$ cat src/logic/qti_map.svh
// register offsets, field positions, reset values and trim constants
`ifndef QTI_MAP_SVH
`define QTI_MAP_SVH

// ---------------------------------------------------------------
// register offsets (word index on the control port)
// ---------------------------------------------------------------
`define QTI_OFS_STATUS        4'h1
`define QTI_OFS_CH2_OFFSET    4'ha
`define QTI_OFS_CH2_FULLSCALE 4'hb
`define QTI_OFS_INTERLEAVE    4'hd

// ---------------------------------------------------------------
// reset values
// ---------------------------------------------------------------
`define QTI_RST_CH2_OFFSET    16'h007f
`define QTI_RST_CH2_FULLSCALE 16'h807f
`define QTI_RST_INTERLEAVE    16'h3fff
`define QTI_RST_FS_CODE       9'h100
`define QTI_RST_FS_MV         10'h2bc

// ---------------------------------------------------------------
// field positions
// ---------------------------------------------------------------
`define QTI_OFS_MAG_HI        15
`define QTI_OFS_MAG_LO        8
`define QTI_OFS_SIGN_BIT      7
`define QTI_FS_HI             15
`define QTI_FS_LO             7
`define QTI_TRIM_PAD_MASK     16'h007f
`define QTI_IL_ENABLE_BIT     15
`define QTI_IL_AUTO_BIT       14
`define QTI_IL_PAD_MASK       16'h3fff

// ---------------------------------------------------------------
// status bit positions
// ---------------------------------------------------------------
`define QTI_ST_INTERLEAVE     0
`define QTI_ST_AUTO_PHASE     1
`define QTI_ST_LOCKED         2
`define QTI_ST_PAD_ERROR      3
`define QTI_ST_FS_WIDE        4

// ---------------------------------------------------------------
// analog trim scale
// ---------------------------------------------------------------
`define QTI_OFFSET_FULL_UV    45000
`define QTI_OFFSET_MAX_CODE   255
`define QTI_FS_MIN_MV         560
`define QTI_FS_SPAN_MV        280
`define QTI_FS_MAX_CODE       511
`define QTI_FS_REC_LO         9'h0c0
`define QTI_FS_REC_HI         9'h1c0

// ---------------------------------------------------------------
// phase tracking
// ---------------------------------------------------------------
`define QTI_LOCK_CYCLES       16
`define QTI_DELAY_MID         8'h80

`endif

$ cat src/logic/qti_pkg.sv
// types shared by the trim and interleave register bank
package qti_pkg;

   typedef struct packed {
      logic [7:0] magnitude;
      logic       negative;
   } qti_offset_s;

   typedef struct packed {
      logic [3:0]  addr;
      logic [15:0] wdata;
      logic        wr;
      logic        rd;
   } qti_bus_s;

   typedef enum logic [1:0] {
      QTI_MODE_DUAL       = 2'b01,
      QTI_MODE_INTERLEAVE = 2'b10
   } qti_mode_e;

   typedef enum logic [2:0] {
      QTI_PH_MANUAL  = 3'b001,
      QTI_PH_ACQUIRE = 3'b010,
      QTI_PH_LOCKED  = 3'b100
   } qti_phase_e;

endpackage : qti_pkg

$ cat src/logic/qti_phase_track.sv
// sample-clock phase alignment between the two converters
`timescale 1ns/1ps
`include "qti_map.svh"

module qti_phase_track #(
   parameter int DW          = 8,
   parameter int LOCK_CYCLES = `QTI_LOCK_CYCLES
) (
   // clock and reset
   input  wire logic          core_clk,
   input  wire logic          rst_n,
   // control
   input  wire logic          auto_en,
   input  wire logic [DW-1:0] manual_delay,
   // phase detector
   input  wire logic          phase_lead,
   input  wire logic          phase_lag,
   // result
   output logic [DW-1:0]      delay_code,
   output logic               locked,
   output qti_pkg::qti_phase_e state
);
   import qti_pkg::*;

   localparam logic [DW-1:0] MID  = DW'(`QTI_DELAY_MID);
   localparam logic [DW-1:0] TOP  = {DW{1'b1}};
   localparam logic [7:0]    LOCK = 8'(LOCK_CYCLES - 1);

   logic [7:0] stable;
   logic       err;

   assign err = phase_lead ^ phase_lag;

   // -----------------------------------------------------------
   // mode state
   // -----------------------------------------------------------
   always_ff @(posedge core_clk or negedge rst_n)
   begin
      if (!rst_n)
         state <= QTI_PH_MANUAL;
      else if (!auto_en)
         state <= QTI_PH_MANUAL;
      else
         unique case (state)
            QTI_PH_MANUAL:  state <= QTI_PH_ACQUIRE;
            QTI_PH_ACQUIRE: if (!err && stable == LOCK) state <= QTI_PH_LOCKED;
            QTI_PH_LOCKED:  if (err) state <= QTI_PH_ACQUIRE;
         endcase
   end

   // -----------------------------------------------------------
   // delay: manual value, or detector-driven steps toward 180 deg
   // -----------------------------------------------------------
   always_ff @(posedge core_clk or negedge rst_n)
   begin
      if (!rst_n)
         delay_code <= '0;
      else if (!auto_en)
         delay_code <= manual_delay;
      else if (state == QTI_PH_MANUAL)
         delay_code <= MID;
      else if (phase_lag && delay_code != '0)
         delay_code <= delay_code - 1'b1;
      else if (phase_lead && delay_code != TOP)
         delay_code <= delay_code + 1'b1;
   end

   always_ff @(posedge core_clk or negedge rst_n)
   begin
      if (!rst_n)
         stable <= '0;
      else if (!auto_en || err)
         stable <= '0;
      else if (stable != LOCK)
         stable <= stable + 8'h01;
   end

   always_ff @(posedge core_clk or negedge rst_n)
   begin
      if (!rst_n)
         locked <= 1'b0;
      else
         locked <= auto_en && state == QTI_PH_ACQUIRE && !err && stable == LOCK;
   end

endmodule : qti_phase_track

$ cat src/logic/qti_trim_interleave_regs.sv
// second-channel trim and interleave control register bank
`timescale 1ns/1ps
`include "qti_map.svh"

module q_trim_interleave_regs #(
   parameter int DW          = 8,
   parameter int LOCK_CYCLES = `QTI_LOCK_CYCLES
) (
   // clock and reset
   input  wire logic          core_clk,
   input  wire logic          rst_n,
   // register port
   input  wire logic [3:0]    reg_addr,
   input  wire logic [15:0]   reg_wdata,
   input  wire logic          reg_wr,
   input  wire logic          reg_rd,
   output logic [15:0]        reg_rdata,
   // manual delay from the coarse and fine delay registers
   input  wire logic [DW-1:0] manual_delay,
   // phase detector
   input  wire logic          phase_lead,
   input  wire logic          phase_lag,
   // second-channel trim
   output qti_pkg::qti_offset_s ch2_offset,
   output logic signed [16:0] ch2_offset_uv,
   output logic [8:0]         ch2_fs_code,
   output logic [9:0]         ch2_fs_mv,
   // converter mode and sampling
   output qti_pkg::qti_mode_e mode,
   output logic               shared_input,
   output logic               sample_a,
   output logic               sample_b,
   output logic               manual_delay_active,
   output logic [DW-1:0]      ch2_clk_delay,
   output logic               phase_locked
);
   import qti_pkg::*;

   // ------------------------------------------------------------
   // port capture and decode
   // ------------------------------------------------------------
   qti_bus_s bus;

   logic wr_offset;
   logic wr_fullscale;
   logic wr_interleave;
   logic rd_status;
   logic pad_bad;

   assign bus.addr  = reg_addr;
   assign bus.wdata = reg_wdata;
   assign bus.wr    = reg_wr;
   assign bus.rd    = reg_rd;

   assign wr_offset     = bus.wr && bus.addr == `QTI_OFS_CH2_OFFSET;
   assign wr_fullscale  = bus.wr && bus.addr == `QTI_OFS_CH2_FULLSCALE;
   assign wr_interleave = bus.wr && bus.addr == `QTI_OFS_INTERLEAVE;
   assign rd_status     = bus.rd && bus.addr == `QTI_OFS_STATUS;

   // padding bits are ignored, but a zero there is reported
   always_comb
   begin
      pad_bad = 1'b0;
      if (wr_offset || wr_fullscale)
         pad_bad = (bus.wdata & `QTI_TRIM_PAD_MASK) != `QTI_TRIM_PAD_MASK;
      else if (wr_interleave)
         pad_bad = (bus.wdata & `QTI_IL_PAD_MASK) != `QTI_IL_PAD_MASK;
   end

   // ------------------------------------------------------------
   // stored register images
   // ------------------------------------------------------------
   logic [15:0] offset_reg;
   logic [15:0] fullscale_reg;
   logic [15:0] interleave_reg;

   always_ff @(posedge core_clk or negedge rst_n)
   begin
      if (!rst_n)
         offset_reg <= `QTI_RST_CH2_OFFSET;
      else if (wr_offset)
         offset_reg <= bus.wdata;
   end

   always_ff @(posedge core_clk or negedge rst_n)
   begin
      if (!rst_n)
         fullscale_reg <= `QTI_RST_CH2_FULLSCALE;
      else if (wr_fullscale)
         fullscale_reg <= bus.wdata;
   end

   always_ff @(posedge core_clk or negedge rst_n)
   begin
      if (!rst_n)
         interleave_reg <= `QTI_RST_INTERLEAVE;
      else if (wr_interleave)
         interleave_reg <= bus.wdata;
   end

   // ------------------------------------------------------------
   // field extraction
   // ------------------------------------------------------------
   logic [7:0] mag;
   logic       neg;
   logic [8:0] fs_field;
   logic       il_en;
   logic       auto_en;

   assign mag      = offset_reg[`QTI_OFS_MAG_HI:`QTI_OFS_MAG_LO];
   assign neg      = offset_reg[`QTI_OFS_SIGN_BIT];
   assign fs_field = fullscale_reg[`QTI_FS_HI:`QTI_FS_LO];
   assign il_en    = interleave_reg[`QTI_IL_ENABLE_BIT];
   assign auto_en  = interleave_reg[`QTI_IL_AUTO_BIT];

   // ------------------------------------------------------------
   // trim values in physical units
   // ------------------------------------------------------------
   // constant divisors only; the product stays below 2^24
   logic [23:0] off_prod;
   logic [15:0] off_uv;
   logic [17:0] fs_prod;
   logic [9:0]  fs_mv;

   always_comb
   begin
      off_prod = 24'(mag) * 24'(`QTI_OFFSET_FULL_UV);
      off_uv   = 16'(off_prod / 24'(`QTI_OFFSET_MAX_CODE));
      fs_prod  = 18'(fs_field) * 18'(`QTI_FS_SPAN_MV);
      fs_mv    = 10'(`QTI_FS_MIN_MV) + 10'(fs_prod / 18'(`QTI_FS_MAX_CODE));
   end

   always_ff @(posedge core_clk or negedge rst_n)
   begin
      if (!rst_n)
      begin
         ch2_offset    <= '0;
         ch2_offset_uv <= '0;
      end
      else
      begin
         ch2_offset.magnitude <= mag;
         ch2_offset.negative  <= neg;
         ch2_offset_uv        <= neg ? -$signed({1'b0, off_uv})
                                     :  $signed({1'b0, off_uv});
      end
   end

   always_ff @(posedge core_clk or negedge rst_n)
   begin
      if (!rst_n)
      begin
         ch2_fs_code <= `QTI_RST_FS_CODE;
         ch2_fs_mv   <= `QTI_RST_FS_MV;
      end
      else
      begin
         ch2_fs_code <= fs_field;
         ch2_fs_mv   <= fs_mv;
      end
   end

   // ------------------------------------------------------------
   // converter mode and sample strobes
   // ------------------------------------------------------------
   // one core cycle stands for half a sample-clock period; the phase bit
   // stands for the clock edge, so interleave yields two per period
   logic edge_phase;

   always_ff @(posedge core_clk or negedge rst_n)
   begin
      if (!rst_n)
         edge_phase <= 1'b0;
      else if (!il_en)
         edge_phase <= 1'b0;
      else
         edge_phase <= ~edge_phase;
   end

   always_ff @(posedge core_clk or negedge rst_n)
   begin
      if (!rst_n)
      begin
         mode         <= QTI_MODE_DUAL;
         shared_input <= 1'b0;
      end
      else if (il_en)
      begin
         mode         <= QTI_MODE_INTERLEAVE;
         shared_input <= 1'b1;
      end
      else
      begin
         mode         <= QTI_MODE_DUAL;
         shared_input <= 1'b0;
      end
   end

   always_ff @(posedge core_clk or negedge rst_n)
   begin
      if (!rst_n)
      begin
         sample_a <= 1'b0;
         sample_b <= 1'b0;
      end
      else if (il_en)
      begin
         sample_a <= ~edge_phase;
         sample_b <= edge_phase;
      end
      else
      begin
         sample_a <= 1'b1;
         sample_b <= 1'b1;
      end
   end

   // ------------------------------------------------------------
   // sample-clock phase alignment
   // ------------------------------------------------------------
   logic [DW-1:0] delay_code;
   logic          locked;
   qti_phase_e    ph_state;

   qti_phase_track #(
      .DW          (DW),
      .LOCK_CYCLES (LOCK_CYCLES)
   ) u_phase (
      .core_clk     (core_clk),
      .rst_n        (rst_n),
      .auto_en      (auto_en),
      .manual_delay (manual_delay),
      .phase_lead   (phase_lead),
      .phase_lag    (phase_lag),
      .delay_code   (delay_code),
      .locked       (locked),
      .state        (ph_state)
   );

   always_ff @(posedge core_clk or negedge rst_n)
   begin
      if (!rst_n)
      begin
         manual_delay_active <= 1'b1;
         ch2_clk_delay       <= '0;
      end
      else
      begin
         manual_delay_active <= !auto_en;
         ch2_clk_delay       <= delay_code;
      end
   end

   // lock is held until the detector reports an error again or automatic phase is switched off
   always_ff @(posedge core_clk or negedge rst_n)
   begin
      if (!rst_n)
         phase_locked <= 1'b0;
      else if (!auto_en)
         phase_locked <= 1'b0;
      else if (locked)
         phase_locked <= 1'b1;
      else if (ph_state != QTI_PH_LOCKED)
         phase_locked <= 1'b0;
   end

   // ------------------------------------------------------------
   // status flags
   // ------------------------------------------------------------
   // set wins over clear-on-read so a bad write is never missed
   logic pad_error;
   logic fs_wide;

   always_ff @(posedge core_clk or negedge rst_n)
   begin
      if (!rst_n)
         pad_error <= 1'b0;
      else if (pad_bad)
         pad_error <= 1'b1;
      else if (rd_status)
         pad_error <= 1'b0;
   end

   // advisory only: trim outside the recommended band still applies
   always_ff @(posedge core_clk or negedge rst_n)
   begin
      if (!rst_n)
         fs_wide <= 1'b0;
      else
         fs_wide <= fs_field < `QTI_FS_REC_LO || fs_field > `QTI_FS_REC_HI;
   end

   // ------------------------------------------------------------
   // read port
   // ------------------------------------------------------------
   // trim registers are write-only and read back as zero
   logic [15:0] next_rdata;

   always_comb
   begin
      next_rdata = 16'h0000;
      if (rd_status)
      begin
         next_rdata[`QTI_ST_INTERLEAVE] = il_en;
         next_rdata[`QTI_ST_AUTO_PHASE] = auto_en;
         next_rdata[`QTI_ST_LOCKED]     = phase_locked;
         next_rdata[`QTI_ST_PAD_ERROR]  = pad_error;
         next_rdata[`QTI_ST_FS_WIDE]    = fs_wide;
      end
   end

   always_ff @(posedge core_clk or negedge rst_n)
   begin
      if (!rst_n)
         reg_rdata <= 16'h0000;
      else
         reg_rdata <= next_rdata;
   end

endmodule : q_trim_interleave_regs

$ cat config.mk
export PLATFORM = sky130hd
export DESIGN_NAME = q_trim_interleave_regs
export DESIGN_NICKNAME = d
export VERILOG_FILES = /design/src/logic/qti_pkg.sv /design/src/logic/qti_phase_track.sv /design/src/logic/qti_trim_interleave_regs.sv
export VERILOG_INCLUDE_DIRS = /design/src /design/src/logic
export SDC_FILE = /design/constraint.sdc
export NUM_CORES = 1
export LEC_CHECK = 0
export BUFFER_PORTS_ARGS = -buffer_cell sky130_fd_sc_hd__buf_4
export CORE_MARGIN = 2
export CORE_UTILIZATION = 35
export DETAILED_ROUTE_END_ITERATION = 12
export GPL_ROUTABILITY_DRIVEN = 0
export GPL_TIMING_DRIVEN = 0
export PLACE_DENSITY = 0.55
export SLEW_MARGIN = 10
export SYNTH_ARGS = -nofsm -noshare
export SYNTH_HDL_FRONTEND = slang
export SYNTH_SLANG_ARGS = --single-unit
$ cat constraint.sdc
create_clock -name core_clk -period 29.6 [get_ports core_clk]
set_input_delay 1.48 -clock core_clk [delete_from_list [all_inputs] [get_ports core_clk]]
set_output_delay 1.48 -clock core_clk [all_outputs]
set_load 0.005 [all_outputs]
==> impl_metrics.yaml <==
status:
  status: "finished clean"
clock_network:
  cts-hold-fix-buffers: 0
  root_buffer: "clkbuf_16"
  post_cts_buffers: 0
  clock_path_buffers: 2
  cts_sinks: 107
  cts_tree: "done"
  numCtsBuffers: 9
  htree_num_levels: 3
  clk_pin_slew_ns: 0.08
  post_cts_resized: 0
  clk_latency_ns: 0.36
final_layout:
  stdcell_area_sq_mm: 0.0140
  final_cell_mix: "133 x inv_1, 127 x nor2_1, 109 x nand2_1, 109 x buf_4"
  multi_input_area_sq_mm: 0.00897
  largestRegisters: "ch2_offset_uv: 17 flops, ch2_fs_mv: 10 flops"
  area_delta_synth_final_pct: 13.4
  largest_reg_flops: 17
  diodes: 0
  final_common_cell: "inv_1"
  fillCellCount: 3520
  final_nets: 1773
  drive_gt1_share_pct: 13.6
  ff_latch_area_sq_mm: 0.00269
  top_register: "ch2_offset_uv"
setup_path:
  worst_path_max_delay_cell: "o41ai_1"
  path_common_cell: "inv_1"
  reg2reg_to: "ch2_offset_uv[10]"
  max_stage_delay_ns: 0.75
  worst-path-max-fanout: 11
  ff2ff_setup_slack_ns: 11.11
  r2r-start: "offset_reg[10]"
  crit_type: "reg2reg"
  required_ns: 29.89
  startpoint_type: "register"
  worstRegToRegCells: 59
  cp-end-kind: "register"
  arrival_ns: 18.78
sta:
  maxSlewHeadroom_pct: 29.5
  max_freq_mhz: 54.1
  fin_hold_ws_ns: 0.424
  finalMaxSlewViolations: 0
  grt_setup_unrepaired: "no"
  clock_skew_ns: 0.00627
  period_share_pct: 62.5
  finalSetupViolCount: 0
  hold_viol: 0
  worst_pin_slew_ns: 1.05
  tns_ns: 0
  period_needed_ns: 18.49
logic_synthesis:
  yosysSeqAreaShare_pct: 21.8
  synth_area_sq_mm: 0.0123
  synth-edff-count: 0
  synth-main-ff-cell: "dfrtp_1"
  ys_seq_elements: 107
  synth_top_area_share_pct: 19.5
  ys_types: 114
  yosysTopAreaCell: "dfrtp_1"
  synthTopCellsByArea: "dfrtp_1 19%, ha_1 9.7%, fa_1 5.4%"
  async_flop_share_pct: 100
  syn_inst: 1491
  ys_warn_count: 0
  synth.avg_cell_area_sq_um: 8.28
floorplan:
  die_y_um: 192
  rows: 68
  initial_core_util_pct: 35.6
  core_sq_mm: 0.0346
  die_w_um: 192
  dieArea_sq_mm: 0.0368
  num_io_pins: 110
detailed_routing:
  wirelength_mm: 33.7
  wl_per_cell_um: 16.3
  viasPerCell: 5.51
  dr.first_iter.drc_count: 685
  antenna_left: 0
  vias: 11400
  drc_errors: 0
  dr.pass1.iters: 5
global_route:
  grt_pass1_wl_mm: 56.2
  track_usage_pct: 18.6
  grt_max_degree: 108
  grt_pass1_vias: 11000
  antenna_found_initial: 0
  grt-ovfl-total: 0
hold_path:
  hold_start: "fullscale_reg[15]"
  worstHoldEndpoint: "ch2_fs_code[8]"
  worstHoldPathType: "reg2reg"
  worstHoldPathCells: 0
place:
  placed_area_sq_mm: 0.0137
  hpwl_mm: 26.9
  portBuffers: 98
run:
  maxCapViolCount: 0
-- per-stage QoR --
stage | util, % | setup WS [ns] | std cells
finish | 40.4 | 11.11 | 2070
global route | 40.4 | 9.21 | 2070
CTS | 40.4 | 11.25 | 2070
detailed placement | 39.5 | 11.35 | 2054
global placement | 39.5 | 11.47 | 2054
floorplan | - | 14.26 | 1501
-- kinds of logic after synthesis --
kind of cell,after synthesis,synth area share [%]
flops,107,21.8
mux,35,3.04
compound gates,405,23.7
buf+inv,175,5.83
xor+xnor,103,7.37
other cells,1,0.0304
simple gates,535,23.0
fa+ha+maj,130,15.2
-- critical path: cells and delay by family (launching register included) --
kind | cells | cell delay (ns)
simple gates | 17 | 4.79
mux | 3 | 1.22
flops | 1 | 0.69
compound gates | 17 | 6.15
fa+ha+maj | 8 | 3.05
xor+xnor | 3 | 0.59
buf+inv | 11 | 1.88
-- cell usage after synthesis, types with 16 or more instances --
master	number
a31oi_1	20
o21ai_0	67
dfrtp_1	96
mux2_2	20
xor2_1	33
nor2_1	127
or3_1	21
a21oi_1	87
xnor2_1	69
inv_1	133
clkbuf_1	19
a21o_1	30
o21a_1	16
ha_1	96
fa_1	33
and2_1	24
nor4_1	18
nand4_1	23
nand2_1	109
and3_1	20
nor3_1	46
nand3_1	52
-- final cells by class --
class,instances,share of cell area (%)
Buffer,41,1.55
Clock buffer,9,1.61
Clock inverter,7,0.555
Inverter,134,3.60
Multi-Input combinational cell,1219,64.1
Sequential cell,107,19.2
Tap cell,455,4.07
Timing Repair Buffer,98,5.29
-- worst max path at each step --
| stage | start | end |
|---|---|---|
| after CTS | offset_reg[10] | ch2_offset_uv[10] |
| after global routing | offset_reg[10] | ch2_offset_uv[10] |
| after floorplan | offset_reg[14] | ch2_offset_uv[10] |
| final | offset_reg[10] | ch2_offset_uv[10] |
| after detailed placement | offset_reg[10] | ch2_offset_uv[10] |
| after global placement | offset_reg[10] | ch2_offset_uv[10] |
-- layer usage --
layer / vias to the layer above / part of all wire (%) / GRT usage (%) / wire length (um)
met2: 285 / 47 / 31.5 / 15900
met5: - / 0 / 0 / 0
met1: 5422 / 48 / 25.7 / 16000
li1: 5677 / - / - / -
met4: 0 / 1.2 / 3.91 / 408
met3: 32 / 4.2 / 1.75 / 1410
Power is not shown: default switching activity piles up to over one toggle a cycle in this logic, so the estimate is an artifact.
